### src/timer_defs.svh
// Register indices, field positions, reset values and counts of the dual timer
`ifndef TIMER_DEFS_SVH
`define TIMER_DEFS_SVH
`define IDX_TIMER_CONTROL   8'h88
`define IDX_TIMER_MODE      8'h89
`define IDX_TIMER0_LOW      8'h8A
`define IDX_TIMER1_LOW      8'h8B
`define IDX_TIMER0_HIGH     8'h8C
`define IDX_TIMER1_HIGH     8'h8D
`define IDX_EXT_IRQ_CONFIG  8'h8E
`define IDX_PRESCALE_CTRL   8'h8F
`define TC_TIMER1_OVF       7
`define TC_TIMER1_RUN       6
`define TC_TIMER0_OVF       5
`define TC_TIMER0_RUN       4
`define TC_EXT1_FLAG        3
`define TC_EXT1_TYPE        2
`define TC_EXT0_FLAG        1
`define TC_EXT0_TYPE        0
`define RESET_BYTE          8'h00
`define MODE_13BIT          2'h0
`define MODE_16BIT          2'h1
`define MODE_RELOAD         2'h2
`define MODE_SPLIT          2'h3
`define PRESCALE_DIV        12
`endif

### src/timer_pkg.sv
// Types shared by the dual timer modules
package timer_pkg;
  typedef logic [1:0] mode_t;
  // One nibble of the timer mode register
  typedef struct packed {
    logic  gate;
    logic  csel;
    mode_t mode;
  } timer_cfg_s;
endpackage : timer_pkg

### src/tick_divider.sv
// Divider giving a one-cycle prescaled tick from the system clock
`timescale 1ns/100ps
`default_nettype none
module tick_divider
#(
  parameter int DIV = 12
)
(
  input  wire logic clk,
  input  wire logic reset,
  output logic      tick
);
  import timer_pkg::*;
  localparam int CW = (DIV > 1) ? $clog2(DIV) : 1;
  localparam logic [CW-1:0] LAST = CW'(DIV - 1);
  logic [CW-1:0] cnt_reg;

  // Free running count; tick registered from the last count of each period, high one cycle later
  always_ff @(posedge clk)
  begin
    if (reset || cnt_reg == LAST)
      cnt_reg <= '0;
    else
      cnt_reg <= cnt_reg + CW'(1);
  end

  always_ff @(posedge clk)
  begin
    if (reset)
      tick <= 1'b0;
    else
      tick <= (cnt_reg == LAST);
  end

  a_tick_single: assert property (@(posedge clk) disable iff (reset)
    (DIV > 1 && tick) |=> !tick) else $error("prescaled tick longer than one cycle");
endmodule : tick_divider
`default_nettype wire

### src/timer_count_unit.sv
// Count step of one timer in each of its four modes
`timescale 1ns/100ps
`default_nettype none
`include "timer_defs.svh"
module timer_count_unit
(
  input  wire timer_pkg::mode_t mode,
  input  wire logic [7:0]       low,
  input  wire logic [7:0]       high,
  input  wire logic             inc_lo,
  input  wire logic             inc_hi,
  output logic [7:0]            low_next,
  output logic [7:0]            high_next,
  output logic                  ovf_lo,
  output logic                  ovf_hi
);
  import timer_pkg::*;
  logic [12:0] c13;
  logic [15:0] c16;

  // Next count and overflow for the selected mode
  always_comb
  begin
    low_next  = low;
    high_next = high;
    ovf_lo    = 1'b0;
    ovf_hi    = 1'b0;
    c13       = {high, low[4:0]} + 13'h0001;
    c16       = {high, low} + 16'h0001;
    case (mode)
      `MODE_13BIT:
      begin
        // Upper three low bits are left alone, software masks them
        if (inc_lo)
        begin
          low_next  = {low[7:5], c13[4:0]};
          high_next = c13[12:5];
          ovf_lo    = (c13 == 13'h0000);
        end
      end
      `MODE_16BIT:
      begin
        if (inc_lo)
        begin
          {high_next, low_next} = c16;
          ovf_lo = (c16 == 16'h0000);
        end
      end
      `MODE_RELOAD:
      begin
        // High byte is the reload value and is never changed
        if (inc_lo)
        begin
          ovf_lo   = (low == 8'hFF);
          low_next = (low == 8'hFF) ? high : low + 8'h01;
        end
      end
      default:
      begin
        // Two independent byte counters
        if (inc_lo)
        begin
          low_next = low + 8'h01;
          ovf_lo   = (low == 8'hFF);
        end
        if (inc_hi)
        begin
          high_next = high + 8'h01;
          ovf_hi    = (high == 8'hFF);
        end
      end
    endcase
  end
endmodule : timer_count_unit
`default_nettype wire

### src/dual_timer_control.sv
// Dual counter/timer with control, mode and count registers on Wishbone
//
// The implementer's own choice: the Wishbone register port.
`timescale 1ns/100ps
`default_nettype none
`include "timer_defs.svh"
module dual_timer_control
#(
  parameter int PRESCALE = `PRESCALE_DIV
)
(
  input  wire logic        clk,
  input  wire logic        reset,
  input  wire logic [9:0]  adr_i,
  input  wire logic [31:0] dat_i,
  input  wire logic        we_i,
  input  wire logic [3:0]  sel_i,
  input  wire logic        cyc_i,
  input  wire logic        stb_i,
  output logic [31:0]      dat_o,
  output logic             ack_o,
  input  wire logic        ext_irq0_input,
  input  wire logic        ext_irq1_input,
  input  wire logic        timer0_count_pin,
  input  wire logic        timer1_count_pin,
  input  wire logic        timer0_vector,
  input  wire logic        timer1_vector,
  input  wire logic        ext_irq0_vector,
  input  wire logic        ext_irq1_vector,
  output logic             timer0_overflow_flag,
  output logic             timer1_overflow_flag,
  output logic             ext_irq0_flag,
  output logic             ext_irq1_flag
);
  import timer_pkg::*;

  function automatic logic hit(input logic [7:0] idx, input logic [7:0] target);
    hit = (idx == target);
  endfunction : hit

  logic [7:0]  timer_control_reg;
  logic [7:0]  timer_control_next;
  logic [7:0]  timer_mode_reg;
  logic [7:0]  ext_irq_config_reg;
  logic [7:0]  prescale_reg;
  logic [7:0]  low_reg [2];
  logic [7:0]  high_reg [2];
  logic [7:0]  low_step [2];
  logic [7:0]  high_step [2];
  logic [1:0]  inc_lo;
  logic [1:0]  inc_hi;
  logic [1:0]  ovf_lo;
  logic [1:0]  ovf_hi;
  logic [1:0]  act;
  logic [1:0]  act_d_reg;
  logic [1:0]  pin_d_reg;
  logic [1:0]  fall;
  logic [1:0]  run;
  logic [1:0]  tick;
  logic [1:0]  ext_set;
  logic [7:0]  idx;
  logic [7:0]  bit_mask;
  logic        wr;
  logic        presc_tick;
  logic        split0;
  logic        set_tf0;
  logic        set_tf1;
  timer_cfg_s  cfg [2];

  assign idx      = adr_i[9:2];
  assign wr       = cyc_i & stb_i & we_i & sel_i[0] & ~ack_o;
  assign cfg[0]   = timer_cfg_s'(timer_mode_reg[3:0]);
  assign cfg[1]   = timer_cfg_s'(timer_mode_reg[7:4]);
  assign split0   = (cfg[0].mode == `MODE_SPLIT);
  // Lane 1 acts as a per-bit write mask on control register writes, so single bits change alone
  assign bit_mask = sel_i[1] ? dat_i[15:8] : 8'hFF;

  assign timer1_overflow_flag = timer_control_reg[`TC_TIMER1_OVF];
  assign timer0_overflow_flag = timer_control_reg[`TC_TIMER0_OVF];
  assign ext_irq1_flag        = timer_control_reg[`TC_EXT1_FLAG];
  assign ext_irq0_flag        = timer_control_reg[`TC_EXT0_FLAG];

  tick_divider #(
    .DIV   (PRESCALE)
  ) u_prescale (
    .clk   (clk),
    .reset (reset),
    .tick  (presc_tick)
  );

  // Input activity against polarity, previous samples for edges
  always_ff @(posedge clk)
  begin
    if (reset)
    begin
      act_d_reg <= 2'h0;
      pin_d_reg <= 2'h3;
    end
    else
    begin
      act_d_reg <= act;
      pin_d_reg <= {timer1_count_pin, timer0_count_pin};
    end
  end

  // Per-timer run, tick source and interrupt event decode
  generate
    for (genvar i = 0; i < 2; i++)
    begin : g_timer
      logic pin_now;
      logic ext_in;
      logic base_tick;
      assign pin_now   = i ? timer1_count_pin : timer0_count_pin;
      assign ext_in    = i ? ext_irq1_input : ext_irq0_input;
      // Polarity bit set means active high
      assign act[i]    = ~(ext_in ^ ext_irq_config_reg[i]);
      assign fall[i]   = pin_d_reg[i] & ~pin_now;
      assign base_tick = prescale_reg[i] ? presc_tick : 1'b1;
      // Type bit: zero is level, one is edge
      assign ext_set[i] = timer_control_reg[i ? `TC_EXT1_TYPE : `TC_EXT0_TYPE]
                          ? (act[i] & ~act_d_reg[i]) : act[i];

      timer_count_unit u_count (
        .mode      (cfg[i].mode),
        .low       (low_reg[i]),
        .high      (high_reg[i]),
        .inc_lo    (inc_lo[i]),
        .inc_hi    (inc_hi[i]),
        .low_next  (low_step[i]),
        .high_next (high_step[i]),
        .ovf_lo    (ovf_lo[i]),
        .ovf_hi    (ovf_hi[i])
      );

      if (i == 0)
      begin : g_t0
        assign run[0]  = timer_control_reg[`TC_TIMER0_RUN]
                         & (~cfg[0].gate | act[0]);
        assign tick[0] = cfg[0].csel ? fall[0] : base_tick;
        assign inc_lo[0] = run[0] & tick[0];
        // Split high byte: clock only, run by timer 1 bit
        assign inc_hi[0] = split0 & timer_control_reg[`TC_TIMER1_RUN]
                           & base_tick;
      end
      else
      begin : g_t1
        // With timer 0 split, timer 1 runs by its mode alone, no pin clock
        assign run[1]  = split0 ? 1'b1 : (timer_control_reg[`TC_TIMER1_RUN]
                         & (~cfg[1].gate | act[1]));
        assign tick[1] = (cfg[1].csel & ~split0) ? fall[1] : base_tick;
        assign inc_lo[1] = run[1] & tick[1]
                           & (cfg[1].mode != `MODE_SPLIT);
        assign inc_hi[1] = 1'b0;
      end
    end
  endgenerate

  assign set_tf0 = ovf_lo[0];
  // Timer 1 loses its flag to the split timer 0 high byte
  assign set_tf1 = split0 ? ovf_hi[0] : ovf_lo[1];

  // Control register: vector clears, software write, then hardware sets win
  always_comb
  begin
    timer_control_next = timer_control_reg;
    if (timer1_vector)
      timer_control_next[`TC_TIMER1_OVF] = 1'b0;
    if (timer0_vector)
      timer_control_next[`TC_TIMER0_OVF] = 1'b0;
    if (ext_irq1_vector && timer_control_reg[`TC_EXT1_TYPE])
      timer_control_next[`TC_EXT1_FLAG] = 1'b0;
    if (ext_irq0_vector && timer_control_reg[`TC_EXT0_TYPE])
      timer_control_next[`TC_EXT0_FLAG] = 1'b0;
    if (wr && hit(idx, `IDX_TIMER_CONTROL))
      timer_control_next = (timer_control_next & ~bit_mask)
                           | (dat_i[7:0] & bit_mask);
    if (set_tf1)
      timer_control_next[`TC_TIMER1_OVF] = 1'b1;
    if (set_tf0)
      timer_control_next[`TC_TIMER0_OVF] = 1'b1;
    if (ext_set[1])
      timer_control_next[`TC_EXT1_FLAG] = 1'b1;
    if (ext_set[0])
      timer_control_next[`TC_EXT0_FLAG] = 1'b1;
  end

  always_ff @(posedge clk)
  begin
    if (reset)
      timer_control_reg <= `RESET_BYTE;
    else
      timer_control_reg <= timer_control_next;
  end

  // Configuration registers: mode written whole, input config and prescale keep bits 1:0 only
  always_ff @(posedge clk)
  begin
    if (reset)
    begin
      timer_mode_reg     <= `RESET_BYTE;
      ext_irq_config_reg <= `RESET_BYTE;
      prescale_reg       <= `RESET_BYTE;
    end
    else if (wr)
    begin
      if (hit(idx, `IDX_TIMER_MODE))
        timer_mode_reg <= dat_i[7:0];
      if (hit(idx, `IDX_EXT_IRQ_CONFIG))
        ext_irq_config_reg <= {6'h00, dat_i[1:0]};
      if (hit(idx, `IDX_PRESCALE_CTRL))
        prescale_reg <= {6'h00, dat_i[1:0]};
    end
  end

  // Count bytes: a software write beats the count step in that cycle
  always_ff @(posedge clk)
  begin
    if (reset)
    begin
      low_reg[0]  <= `RESET_BYTE;
      high_reg[0] <= `RESET_BYTE;
      low_reg[1]  <= `RESET_BYTE;
      high_reg[1] <= `RESET_BYTE;
    end
    else
    begin
      // Run bits never touch the counts, they only gate the step
      low_reg[0]  <= (wr && hit(idx, `IDX_TIMER0_LOW)) ? dat_i[7:0] : low_step[0];
      high_reg[0] <= (wr && hit(idx, `IDX_TIMER0_HIGH)) ? dat_i[7:0] : high_step[0];
      low_reg[1]  <= (wr && hit(idx, `IDX_TIMER1_LOW)) ? dat_i[7:0] : low_step[1];
      high_reg[1] <= (wr && hit(idx, `IDX_TIMER1_HIGH)) ? dat_i[7:0] : high_step[1];
    end
  end

  // Wishbone answer: one wait state, ack for one cycle, unmapped reads zero
  always_ff @(posedge clk)
  begin
    if (reset)
    begin
      ack_o <= 1'b0;
      dat_o <= 32'h0000_0000;
    end
    else
    begin
      ack_o <= cyc_i & stb_i & ~ack_o;
      case (idx)
        `IDX_TIMER_CONTROL:  dat_o <= {24'h000000, timer_control_reg};
        `IDX_TIMER_MODE:     dat_o <= {24'h000000, timer_mode_reg};
        `IDX_TIMER0_LOW:     dat_o <= {24'h000000, low_reg[0]};
        `IDX_TIMER1_LOW:     dat_o <= {24'h000000, low_reg[1]};
        `IDX_TIMER0_HIGH:    dat_o <= {24'h000000, high_reg[0]};
        `IDX_TIMER1_HIGH:    dat_o <= {24'h000000, high_reg[1]};
        `IDX_EXT_IRQ_CONFIG: dat_o <= {24'h000000, ext_irq_config_reg};
        `IDX_PRESCALE_CTRL:  dat_o <= {24'h000000, prescale_reg};
        default:             dat_o <= 32'h0000_0000;
      endcase
    end
  end

  a_tf0_overflow_set: assert property (@(posedge clk) disable iff (reset)
    set_tf0 |=> timer0_overflow_flag) else $error("timer 0 overflow lost");
  a_tf1_overflow_set: assert property (@(posedge clk) disable iff (reset)
    set_tf1 |=> timer1_overflow_flag) else $error("timer 1 overflow lost");
  a_tf0_vector_clear: assert property (@(posedge clk) disable iff (reset)
    (timer0_vector && !set_tf0 && !(wr && hit(idx, `IDX_TIMER_CONTROL)))
    |=> !timer0_overflow_flag) else $error("vector did not clear timer 0 flag");
  a_t0_stopped_hold: assert property (@(posedge clk) disable iff (reset)
    (!timer_control_reg[`TC_TIMER0_RUN] && !(wr && hit(idx, `IDX_TIMER0_LOW)))
    |=> low_reg[0] == $past(low_reg[0])) else $error("stopped timer 0 moved");
  a_t0_gate_hold: assert property (@(posedge clk) disable iff (reset)
    (cfg[0].gate && !act[0] && !(wr && hit(idx, `IDX_TIMER0_LOW)))
    |=> low_reg[0] == $past(low_reg[0])) else $error("gated timer 0 moved");
  a_t1_run_count: assert property (@(posedge clk) disable iff (reset)
    (!split0 && timer_control_reg[`TC_TIMER1_RUN] && !cfg[1].gate && !cfg[1].csel
     && prescale_reg[1] == 1'b0 && cfg[1].mode == `MODE_16BIT && !wr)
    |=> low_reg[1] == $past(low_reg[1]) + 8'h01) else $error("timer 1 did not count");
  a_mode13_wrap: assert property (@(posedge clk) disable iff (reset)
    (cfg[0].mode == `MODE_13BIT && inc_lo[0] && !wr
     && {high_reg[0], low_reg[0][4:0]} == 13'h1FFF)
    |=> (high_reg[0] == 8'h00 && low_reg[0][4:0] == 5'h00 && timer0_overflow_flag))
    else $error("13-bit wrap wrong");
  a_reload_value: assert property (@(posedge clk) disable iff (reset)
    (cfg[0].mode == `MODE_RELOAD && inc_lo[0] && !wr && low_reg[0] == 8'hFF)
    |=> (low_reg[0] == $past(high_reg[0]) && high_reg[0] == $past(high_reg[0])))
    else $error("reload from high byte wrong");
  a_ext0_edge_flag: assert property (@(posedge clk) disable iff (reset)
    (timer_control_reg[`TC_EXT0_TYPE] && act[0] && !act_d_reg[0])
    |=> ext_irq0_flag) else $error("input 0 edge missed");
  a_ack_one_cycle: assert property (@(posedge clk) disable iff (reset)
    ack_o |=> !ack_o) else $error("ack held over two cycles");

  // Flag, hold and count checks; a clear in the same cycle as a set is left out
  a_tf1_vector_clear: assert property (@(posedge clk) disable iff (reset)
    (timer1_vector && !set_tf1 && !(wr && hit(idx, `IDX_TIMER_CONTROL)))
    |=> !timer1_overflow_flag) else $error("vector did not clear timer 1 flag");
  a_t1_stopped_hold: assert property (@(posedge clk) disable iff (reset)
    (!split0 && !timer_control_reg[`TC_TIMER1_RUN] && !(wr && hit(idx, `IDX_TIMER1_LOW)))
    |=> low_reg[1] == $past(low_reg[1])) else $error("stopped timer 1 moved");
  a_ext1_edge_flag: assert property (@(posedge clk) disable iff (reset)
    (timer_control_reg[`TC_EXT1_TYPE] && act[1] && !act_d_reg[1])
    |=> ext_irq1_flag) else $error("input 1 edge missed");
  a_ext0_level_flag: assert property (@(posedge clk) disable iff (reset)
    (!timer_control_reg[`TC_EXT0_TYPE] && act[0])
    |=> ext_irq0_flag) else $error("input 0 level missed");
  a_ext1_level_flag: assert property (@(posedge clk) disable iff (reset)
    (!timer_control_reg[`TC_EXT1_TYPE] && act[1])
    |=> ext_irq1_flag) else $error("input 1 level missed");
  a_ext0_level_keep: assert property (@(posedge clk) disable iff (reset)
    (ext_irq0_vector && !timer_control_reg[`TC_EXT0_TYPE] && ext_irq0_flag
     && !(wr && hit(idx, `IDX_TIMER_CONTROL))) |=> ext_irq0_flag) else $error("level flag lost");
  a_t0_pin_count: assert property (@(posedge clk) disable iff (reset)
    (cfg[0].mode == `MODE_16BIT && cfg[0].csel && run[0] && fall[0] && !wr)
    |=> low_reg[0] == $past(low_reg[0]) + 8'h01) else $error("pin fall not counted");
  a_t0_carry_high: assert property (@(posedge clk) disable iff (reset)
    (cfg[0].mode == `MODE_16BIT && inc_lo[0] && !wr && low_reg[0] == 8'hFF)
    |=> high_reg[0] == $past(high_reg[0]) + 8'h01) else $error("16-bit carry lost");
  a_split_high_count: assert property (@(posedge clk) disable iff (reset)
    (split0 && timer_control_reg[`TC_TIMER1_RUN] && !prescale_reg[0] && !wr)
    |=> high_reg[0] == $past(high_reg[0]) + 8'h01) else $error("split high byte idle");
  a_t1_inactive_hold: assert property (@(posedge clk) disable iff (reset)
    (cfg[1].mode == `MODE_SPLIT && !(wr && hit(idx, `IDX_TIMER1_LOW)))
    |=> low_reg[1] == $past(low_reg[1])) else $error("inactive timer 1 moved");
endmodule : dual_timer_control
`default_nettype wire

### config.mk
export PLATFORM = sky130hd
export DESIGN_NAME = dual_timer_control
export DESIGN_NICKNAME = d
export VERILOG_FILES = /design/src/timer_pkg.sv /design/src/tick_divider.sv /design/src/timer_count_unit.sv /design/src/dual_timer_control.sv
export VERILOG_INCLUDE_DIRS = /design/src
export SDC_FILE = /design/constraint.sdc
export NUM_CORES = 1
export LEC_CHECK = 0
export BUFFER_PORTS_ARGS = -buffer_cell sky130_fd_sc_hd__buf_2
export CORE_AREA = 4 4 148 114
export DETAILED_ROUTE_END_ITERATION = 16
export DIE_AREA = 0 0 152 118
export GPL_TIMING_DRIVEN = 0
export PLACE_DENSITY = 0.64
export SLEW_MARGIN = 40
export SYNTH_ARGS = -nofsm -noshare
export SYNTH_HDL_FRONTEND = slang
export SYNTH_SLANG_ARGS = --single-unit
### constraint.sdc
create_clock -name clk -period 2.5 [get_ports clk]
set_input_delay 0.5 -clock clk [delete_from_list [all_inputs] [get_ports clk]]
set_output_delay 0.5 -clock clk [all_outputs]
set_load 0.05 [all_outputs]
Word level (Yosys, flattened, before mapping). Memories as Yosys holds them, arrays and structs flattened. Cells that the tools add are included.

Bits in registers: 62. Latch bits: 0. Memory bits (writable): 32. ROM bits: 0. Output and inout bits: 37. Word-level logic and storage cells: 155. Memories: 2.

Memories: high_reg (words 2, bits a word 8, rd ports 2, clocked after memory_dff 0, write ports 2, line dual_timer_control.sv:47) `logic [7:0] high_reg [2];`; low_reg (words 2, bits a word 8, rd ports 2, clocked after memory_dff 0, write ports 2, line dual_timer_control.sv:46) `logic [7:0] low_reg [2];`.

$add $sub $neg: 8. Multiply operators: 0. Divide/modulo/power cells: 0. Order comparisons: 0. Equal/unequal tests: 18. Shifts and indexed selects: 0. Multiplexer cells: 59. Bitwise logic cells: 39. Reductions and logical operators: 18.

Operators with widths (number): 8-bit two-way mux (23); 8-bit equality test, second input constant (11); 8-bit one-hot mux with 3 select lines (3); 8-bit one-hot mux with 8 select lines (1); 16-bit by 1-bit adder with 16-bit output, second input constant (2); 16-bit zero test (2); 1-bit two-way mux (27); 13-bit by 1-bit adder with 13-bit output, second input constant (2); 13-bit zero test (2); 8-bit by 1-bit adder with 8-bit output, second input constant (3); 1-bit bitwise AND (17); 8-bit bitwise AND (2); 8-bit one-hot mux with 2 select lines (1); 5-bit two-way mux (2); 1-bit inverter (10); 8-bit inverter (1); 8-bit OR (1); 1-bit logical AND (7); 2-bit equality test, second input constant (3); 1-bit OR (6); 2-bit AND reduction (3); 4-bit by 1-bit adder with 4-bit output, second input constant (1); 2-bit by 1-bit equality test with 1-bit output, second input constant (2); 4-bit equality test, second input constant (1); 6 further kinds (9).

Longest topological paths before layout. Gate-level depths: netlist (run 1).

Word-level depth: 11. Depth in mapped cells: 9. Gate-level depth less buffers: 7.

Modules after synthesis. From an unflattened synthesis (run 1), not the netlist that was laid out.

Cell total of the unflattened synthesis: 751. Area total of the unflattened synthesis: 6018.3 um^2.

By module, submodules not included: dual_timer_control (times used 1, cells an instance 337, area each 3286.9 um^2, seq. area each 1301.2 um^2); timer_count_unit (g_timer[0].u_count) (times used 1, cells an instance 194, area each 1298.7 um^2, seq. area each 0.0 um^2); timer_count_unit (g_timer[1].u_count) (times used 1, cells an instance 202, area each 1233.7 um^2, seq. area each 0.0 um^2); tick_divider (times used 1, cells an instance 18, area each 198.9 um^2, seq. area each 100.1 um^2).

Worst setup path before layout (run 1). OpenSTA, ideal clock, no wires.

Path kind: reg-to-reg. From: memory low_reg[0][0]. To: memory low_reg[0][2]. Setup time: 70 ps. Arrival time: 2017 ps. Required time: 2430 ps. Slack: 412 ps. Cell stages (with the launch flop): 10. Buffers on the path: 2. Period minus slack after synthesis: 2088 ps. Cells stage by stage: dfxtp_1 -> ha_1 -> and3_1 -> buf_2 -> and3_1 -> buf_2 -> nand2_1 -> and4_1 -> or3_1 -> a21oi_1.

RTL lines (line): from (decl) (dual_timer_control.sv:46).

==> impl_results.md, run 1 <==
- Hold crit path type: primary input to register
- Outcome: completed
- Diode count: 0
- Yosys reg bits: 70
- CP Max Fanout: 9
- Fillers: 1614
- Number of hold violations in the final report: 0
- Ys async rst share: 0
- Total power: 0.00288 W
- Crit end category: register
- Skew final: 10.3 ps
- Post-Syn Area: 5330 sq um
- Worst path max stage delay: 510 ps
- Total CTS buffers: 9
- Largest delay share family, worst path: simple AND/OR/NAND/NOR gates
- Post-synthesis cell type count: 74
- Die area: 17900 sq um
- Final min period: 2380 ps
- Max Cap Viol: 0
- Data required, critical path: 2770 ps
- Overall routing resource usage: 0.201
- Gpl congestion: 0.956
- Min-delay src: timer0_count_pin
- Post-synth EDFFs: 0
- Iter 0 DRT Violations: 665
- First-pass GRT wire length: 28.5 mm
- Drt wl/cell: 19.1 microns
- Synthesized instance count: 691
- Initial antenna violation count: 0
- Vias: 5576
- Die width: 152 microns
- Syn avg cell area: 7.72 sq um
- Multi-input logic area: 3500 sq um
- CP cell instances: ha_1, nand4_4, or2_1, or4_1, a2bb2oi_1, nand4_1, a31oi_1
- FF/Latch Area: 1400 sq um
- Unrepaired setup endpoints after global routing: no
- Final net count: 836
- Cell Rows: 39
- Post-synth top flop: dfxtp_1
- Core Util, Final: 0.411
- Reg2reg start: low_reg[0][8]$_SDFFE_PP0P_
- Hold_ws: 351 ps
- DRC: 0
- Largest net degree at the start of global routing: 15
- Post-place setup slack: -109 ps
- Number of global-route vias before repair: 4904
- Crit start category: register
- Post-CTS Hold Buffers: 0
- Clock Path Buffers: 2
- Share of power burned in registers: 0.394
- Reg clk slew, reported paths: 60 ps
- Logic pwr share: 0.099
- Post-Route WL: 18.7 mm
- Final cell count without fillers: 981
- Synth area leader: dfxtp_1
- Final setup vio count: 0
- Post-synthesis sequential area ratio: 0.263
- Fmax: 421 MHz
- Antenna viol nets, final: 0
- P_sw: 0.000776 W
- Sw frac: 0.270
- P per Cell Area: 460 nW/um^2
- Top Ports: 96
- Clk root buf: clkbuf_16
- Slowest CP cell: dfxtp_1
- Share of post-route cells with drive strength above 1: 0.179
- # H-tree levels: 3
- Core area: 15200 sq um
- Pin slew with the least headroom to its limit: 821 ps
- Placed Cells: 967
- 1st-pass router iterations: 5
- Final WS setup: 125 ps
- Initial Util: 0.350
- PortBufs: 48
- Tcrit/Tclk final: 0.950
- Power Internal: 0.00210 W
- Yosys Warn Count: 0
- Leakage Power: 2.28 nW
- Die Y: 118 microns
- Largest cells by area after synthesis: dfxtp_1, mux2i_1, nor2_1
- CTS sink count: 70
- Clock power share: 0.508
- Critical path startpoint: low_reg[0][8]$_SDFFE_PP0P_
- DR vias/cell: 5.68
- Max VDD drop: 0.309 mV
- Final global-route overflow total: 0
- Worst-Skew Late Latency: 350 ps
- Share of the synthesized area in the top cell type: 0.263
- Max-slew violation count: 0
- Top cells by count, synth: nor2_1, dfxtp_1, nand2_1
- Area Overhead vs Synth: 17.3%
- Kind of critical path: register to register
- WP buf/inv: 0
- Most numerous cell in the Yosys netlist: nor2_1
- Slew HR: 0.453
- Post-DP HPWL: 13.9 mm
- Worst path arrival time: 2650 ps
- CTS tree: yes
==> placed cells by master (no fill, tap or decap), drive strengths merged, types with 4 or more instances in the layout <==
cell type   n
conb       24
or4         4
o21ai      22
nor2b       9
nor3b       7
nor2       82
a211oi     26
or3         8
xnor2      21
nand3      29
inv        21
nand3b      5
a22oi      13
nand2      55
clkbuf     45
nor4        6
and3        9
nand4      21
dfxtp      70
a21oi      41
ha          6
mux2i      32
and2        5
o211ai      7
nor3       17
or2         5
xor2       10
nand2b     10
o22ai       8
buf        88
o31ai       8
and4        8
a31oi       9
==> path summary, 6_finish.rpt <==
kind	endpoint	slack [ps]	cells after the start
worst max-delay path	timer_control_reg[7]$_SDFF_PP0_	120	7
worst min-delay path	pin_d_reg[0]$_SDFF_PP1_	350	2
worst max register to register	timer_control_reg[7]$_SDFF_PP0_	120	7
worst min register to register	u_prescale.cnt_reg[0]$_SDFF_PP0_	460	1
==> worst reg2reg max path, stage by stage (launching register included) <==
cell and delay (ps):
dfxtp_1 510, ha_1 330, nand4_4 210, or2_1 310, or4_1 510, a2bb2oi_1 150, nand4_1 120, a31oi_1 170
==> stage by stage <==
step,cell area (sq um),setup TNS [ps]
6_report,6250,0
5_1_grt,6250,0
3_3_place_gp,5910,-48.2
2_1_floorplan,5420,0
4_1_cts,6250,0
3_5_place_dp,5920,-397
==> metal layers <==
| layer | GRT usage | vias up | share of wire |
|---|---|---|---|
| li1 | - | 2624 | - |
| met5 | 0 | - | 0 |
| met3 | 0.0544 | 36 | 0.10 |
| met4 | 0.0590 | 0 | 0.023 |
| met1 | 0.304 | 2596 | 0.48 |
| met2 | 0.272 | 320 | 0.40 |
==> repair_timing <==
| action | 4_1_cts | 5_1_grt |
|---|---|---|
| endpoints found under the setup margin | 0 | 8 |
| resized for setup | 0 | 4 |
| buffers inserted | 0 | 0 |
==> kinds of logic (layout without fill, tap and decap cells) <==
group / count (synthesis) / after routing / share of synthesized area
simple gates: 287 / 287 / 0.291
compound gates: 161 / 161 / 0.205
buf+inv: 98 / 160 / 0.100
flops: 70 / 70 / 0.263
mux: 37 / 37 / 0.0749
xor+xnor: 31 / 31 / 0.0509
fa+ha+maj: 6 / 6 / 0.0141
other cells: 1 / 24 / 0.000703
==> power groups by stage <==
| stage | Combinational, W | Clock (W) | Sequential [W] |
|---|---|---|---|
| floorplan | 0.000184 | 0 | 0.00117 |
| global placement | 0.000277 | 0 | 0.00116 |
| detailed placement | 0.000279 | 0 | 0.00116 |
| CTS | 0.000279 | 0.00147 | 0.00113 |
| global route | 0.000300 | 0.00150 | 0.00113 |
| finish | 0.000283 | 0.00146 | 0.00113 |
==> cell type report <==
class / count / share of cell area
multi-input combinational: 546 / 0.559
sequential: 70 / 0.224
buffer: 78 / 0.0732
tap: 205 / 0.0410
timing repair buffer: 48 / 0.0384
clock buffer: 9 / 0.0360
clock inverter: 7 / 0.0168
inverter: 18 / 0.0108
No activity file was read; power rests on OpenSTA's default activity.
==> run 2: changes to the inputs <==
--- a/config.mk
+++ b/config.mk
@@ -7,9 +7,9 @@
 export NUM_CORES = 1
 export LEC_CHECK = 0
 export BUFFER_PORTS_ARGS = -buffer_cell sky130_fd_sc_hd__buf_2
-export CORE_AREA = 4 4 148 114
+export CORE_AREA = 4 4 129 131
 export DETAILED_ROUTE_END_ITERATION = 16
-export DIE_AREA = 0 0 152 118
+export DIE_AREA = 0 0 133 135
 export GPL_TIMING_DRIVEN = 0
 export PLACE_DENSITY = 0.64
 export SLEW_MARGIN = 40
==> run 2 against run 1 <==
Effect of this change:
- routed wire length decreased by 6.2%
- clock power decreased by 11%
- fmax up 1.7%
- largest cell class unchanged
- largest power group unchanged
==> impl_results.md, run 2 (synthesis results as in run 1) <==
- Outcome: completed
- Overall routing resource usage: 0.193
- Area Overhead vs Synth: 17.2%
- Clk root buf: clkbuf_16
- Final setup vio count: 0
- Reg clk slew, reported paths: 70 ps
- Skew final: 10.1 ps
- Sw frac: 0.293
- Multi-input logic area: 3500 sq um
- DRC: 0
- Fillers: 1647
- 1st-pass router iterations: 5
- Unrepaired setup endpoints after global routing: no
- Worst-Skew Late Latency: 350 ps
- Hold crit path type: primary input to register
- P per Cell Area: 435 nW/um^2
- Core area: 15600 sq um
- Initial antenna violation count: 0
- Max VDD drop: 0.341 mV
- Crit end category: register
- Die Y: 135 microns
- CTS tree: yes
- Total CTS buffers: 9
- Final net count: 838
- Antenna viol nets, final: 0
- Iter 0 DRT Violations: 569
- Max Cap Viol: 0
- Number of hold violations in the final report: 0
- CP Max Fanout: 9
- Data required, critical path: 2770 ps
- Power Internal: 0.00192 W
- Gpl congestion: 0.930
- Setup Fix Bufs, Post-CTS: 0
- P_sw: 0.000796 W
- Slew HR: 0.531
- Top Ports: 96
- Die area: 18000 sq um
- Leakage Power: 2.27 nW
- Final global-route overflow total: 0
- Die width: 133 microns
- Drt wl/cell: 17.6 microns
- CTS sink count: 70
- Max-slew violation count: 0
- Logic pwr share: 0.103
- DR vias/cell: 5.48
- Final min period: 2340 ps
- Final cell count without fillers: 994
- Largest net degree at the start of global routing: 17
- Post-CTS Hold Buffers: 0
- First-pass GRT wire length: 27.3 mm
- Reg2reg start: low_reg[0][8]$_SDFFE_PP0P_
- Kind of critical path: register to register
- Number of global-route vias before repair: 4986
- Tcrit/Tclk final: 0.934
- Post-Route WL: 17.5 mm
- Commonest non-fill, non-tap cell in the layout: nor2_1
- Worst path arrival time: 2600 ps
- Commonest non-fill, non-tap cells in the layout: nor2_1, dfxtp_1, buf_2, nand2_1, a21oi_1
- Pin slew with the least headroom to its limit: 703 ps
- Critical path startpoint: low_reg[0][8]$_SDFFE_PP0P_
- Diode count: 0
- Clock Path Buffers: 2
- Vias: 5451
- Hold_ws: 348 ps
- Fmax: 428 MHz
- Share of post-route cells with drive strength above 1: 0.184
- Initial Util: 0.342
- Share of power burned in registers: 0.417
- Crit start category: register
- Clock power share: 0.480
- FF/Latch Area: 1410 sq um
- PortBufs: 48
- Placed Cells: 978
- Min-delay src: timer0_count_pin
- Cell Rows: 46
- Setup TNS: 0 ps
- Post-DP HPWL: 12.9 mm
- # H-tree levels: 3
[run 2: power groups by stage]
stage | Clock, W | Combinational (W) | Sequential, W
detailed placement | 0 | 0.000277 | 0.00116
global placement | 0 | 0.000275 | 0.00116
floorplan | 0 | 0.000184 | 0.00117
CTS | 0.00133 | 0.000278 | 0.00113
global route | 0.00136 | 0.000296 | 0.00113
finish | 0.00130 | 0.000279 | 0.00113
[run 2: timing repair]
action,in CTS,in global routing
hold endpoints to repair,0,0
resized for setup,1,8
endpoints found under the setup margin,2,12
[run 2: through the flow]
stage	setup slack (ps)	instance area, sq um	util	total power (W)
2_1_floorplan	412	5420	-	0.00135
3_3_place_gp	7.31	5930	0.380	0.00143
3_5_place_dp	14.9	5930	0.380	0.00143
4_1_cts	49.2	6230	0.399	0.00274
5_1_grt	10.6	6250	0.401	0.00279
6_report	165	6250	0.401	0.00272
[run 2: area by class of cell]
class                   instances  area share
clock buffers                   9      0.0361
well taps                     216      0.0433
clock inverters                 7      0.0118
inverters                      18      0.0108
plain buffers                  80      0.0747
multi-input cells             546       0.560
repair buffers                 48      0.0385
flip-flops and latches         70       0.225
[run 2: critical path, stage by stage (launching register included)]
cell and delay (ps):
dfxtp_2 440, ha_2 290, and4_1 200, clkbuf_1 260
nand2_1 160, mux2i_2 320, nand4_1 150, xor2_1 190
a211oi_1 230
[run 2: worst paths after layout]
check	to	slack, ps	depth (start not counted)
max	high_reg[0][11]$_SDFFE_PP0P_	160	8
min reg2reg	u_prescale.cnt_reg[0]$_SDFF_PP0_	460	1
max reg2reg	high_reg[0][11]$_SDFFE_PP0P_	160	8
min	pin_d_reg[0]$_SDFF_PP1_	350	2
[run 2: layer usage]
layer  global-route usage  vias up  part of all wire
met1                0.265     2557              0.46
met5                    0        -                 0
met3               0.0227       32             0.058
li1                     -     2627                 -
met2                0.307      235              0.46
met4               0.0803        0             0.025
==> run 3: changes to the inputs <==
--- a/config.mk
+++ b/config.mk
@@ -6,10 +6,10 @@
 export SDC_FILE = /design/constraint.sdc
 export NUM_CORES = 1
 export LEC_CHECK = 0
-export BUFFER_PORTS_ARGS = -buffer_cell sky130_fd_sc_hd__buf_2
-export CORE_AREA = 4 4 129 131
+export CORE_AREA = 4 4 121 123
 export DETAILED_ROUTE_END_ITERATION = 16
-export DIE_AREA = 0 0 133 135
+export DIE_AREA = 0 0 125 127
+export DONT_BUFFER_PORTS = 1
 export GPL_TIMING_DRIVEN = 0
 export PLACE_DENSITY = 0.64
 export SLEW_MARGIN = 40
==> run 3 against run 2 <==
Effect of this change:
- core utilization up 3.6 points
- clock power hardly changed
- cell area shrank 4.5%
- critical path depth unchanged
- non-clock buffer count decreased by 48
- count of clock-buffer cells in the layout increased by 1
- worst setup slack worse by 58 ps
- sequential power is essentially flat
- register-to-register slack got worse by 60 ps
- final cell count decreased by 8.6%
- fmax fell by 2.4%
- routed wire length increased by 0.92%
- largest cell class unchanged
- largest power group unchanged
==> impl_results.md, run 3 (synthesis results as in run 1) <==
- Area Overhead vs Synth: 11.9%
- Final net count: 790
- Share of power burned in registers: 0.429
- Kind of critical path: register to register
- Clock power share: 0.491
- Drt wl/cell: 19.5 microns
- P_sw: 0.000685 W
- Total CTS buffers: 9
- Max VDD drop: 0.333 mV
- Final global-route overflow total: 0
- Final setup vio count: 0
- Power Internal: 0.00199 W
- DRC: 0
- First-pass GRT wire length: 27.0 mm
- Post-DP HPWL: 13.0 mm
- Logic pwr share: 0.080
- # H-tree levels: 3
- Skew final: 8.01 ps
- Commonest non-fill, non-tap cell in the layout: nor2_1
- Iter 0 DRT Violations: 729
- Design Area, Final: 5960 sq um
- M1 GR Usage: 0.302
- Max Cap Viol: 0
- Met2 global-route usage: 0.339
- Cell Rows: 43
- Overall routing resource usage: 0.217
- Crit end category: register
- Commonest non-fill, non-tap cells in the layout: nor2_1, dfxtp_1, nand2_1, a21oi_1, clkbuf_1
- Final WS setup: 107 ps
- Share of post-route cells with drive strength above 1: 0.130
- DR vias/cell: 5.76
- Antenna viol nets, final: 0
- Die width: 125 microns
- Fmax: 418 MHz
- Post-Route WL: 17.7 mm
- Diode count: 0
- Hold crit path type: primary input to register
- Largest net degree at the start of global routing: 13
- Core area: 13700 sq um
- Core Util, Final: 0.436
- Top Ports: 96
- P per Cell Area: 448 nW/um^2
- Leakage Power: 2.06 nW
- Worst path arrival time: 2640 ps
- Sw frac: 0.257
- Initial antenna violation count: 0
- Outcome: completed
- Clk root buf: clkbuf_16
- Reg clk slew, reported paths: 50 ps
- CP Max Fanout: 8
- Crit start category: register
- Vias: 5236
- Max-slew violation count: 0
- Clock Path Buffers: 2
- Total power: 0.00267 W
- Initial Util: 0.390
- Worst-Skew Late Latency: 350 ps
- Die area: 15900 sq um
- 1st-pass router iterations: 5
- Unrepaired setup endpoints after global routing: no
- Number of global-route vias before repair: 4627
- PortBufs: 0
- Number of hold violations in the final report: 0
- Busiest layer in global routing: met2
- Placed Cells: 894
- Die Y: 127 microns
- Slew HR: 0.533
- CTS sink count: 70
- Data required, critical path: 2750 ps
- Cell Area, Placed: 5650 sq um
- Pin slew with the least headroom to its limit: 701 ps
- Met3 Use GR: 0.0497
- Tcrit/Tclk final: 0.957
- Final cell count without fillers: 909
- Gpl congestion: 0.935
- CTS tree: yes
- Final min period: 2390 ps
- Post-place setup slack: -15.6 ps
[run 3: cell count changes in the layout (fill, tap and decap cells not counted), sizes merged]
cell / before / now
buf: 88 / 40
inv: 24 / 19
clkinvlp: 0 / 2
bufinv: 0 / 1
clkbuf: 47 / 48
[run 3: final timing paths]
path / startpoint / end / slack, ps / depth (start not counted)
setup / recovery: low_reg[0][9]$_SDFFE_PP0P_ / high_reg[0][15]$_SDFFE_PP0P_ / 110 / 8
setup reg to reg: low_reg[0][9]$_SDFFE_PP0P_ / high_reg[0][15]$_SDFFE_PP0P_ / 110 / 8
hold / removal: timer0_count_pin / pin_d_reg[0]$_SDFF_PP1_ / 260 / 1
hold reg to reg: u_prescale.cnt_reg[0]$_SDFF_PP0_ / u_prescale.cnt_reg[0]$_SDFF_PP0_ / 460 / 1
[run 3: routing by layer]
metal	part of all wire	vias to the layer above
li1	-	2522
met1	0.44	2429
met2	0.45	255
met3	0.095	30
met4	0.018	0
met5	0	-
[run 3: layout make-up]
cell class / instances / area (sq um)
buffer: 80 / 467
multi-input combinational: 546 / 3500
inverter: 18 / 67.6
fill: 1430 / 7700
clock buffer: 10 / 239
tap: 180 / 225
clock inverter: 5 / 58.8
sequential: 70 / 1410
[run 3: stage by stage]
stage	setup TNS (ps)	hold slack [ps]
after global routing	0	254
after floorplan	0	432
after CTS	0	251
final	0	259
after detailed placement	-15.6	462
after global placement	-37.6	449
[run 3: repair_timing]
action | in CTS | in global routing
gates resized for setup | 0 | 11
setup endpoints to repair | 0 | 11
buffers inserted | 0 | 0
hold buffers | 0 | 0
[run 3: critical path, stage by stage (launching register included)]
cell and delay, ps:
dfxtp_1 500, ha_2 310, and4_1 200, clkbuf_1 250, nand2_1 150, mux2i_2 290
nand3_1 130, xor2_1 180, a211oi_1 270
[run 3: power groups by stage]
stage | Combinational (W) | Clock [W] | Sequential [W]
final | 0.000215 | 0.00131 | 0.00114
after global routing | 0.000228 | 0.00138 | 0.00115
after CTS | 0.000213 | 0.00132 | 0.00114
after detailed placement | 0.000212 | 0 | 0.00117
after global placement | 0.000212 | 0 | 0.00117
after floorplan | 0.000184 | 0 | 0.00117
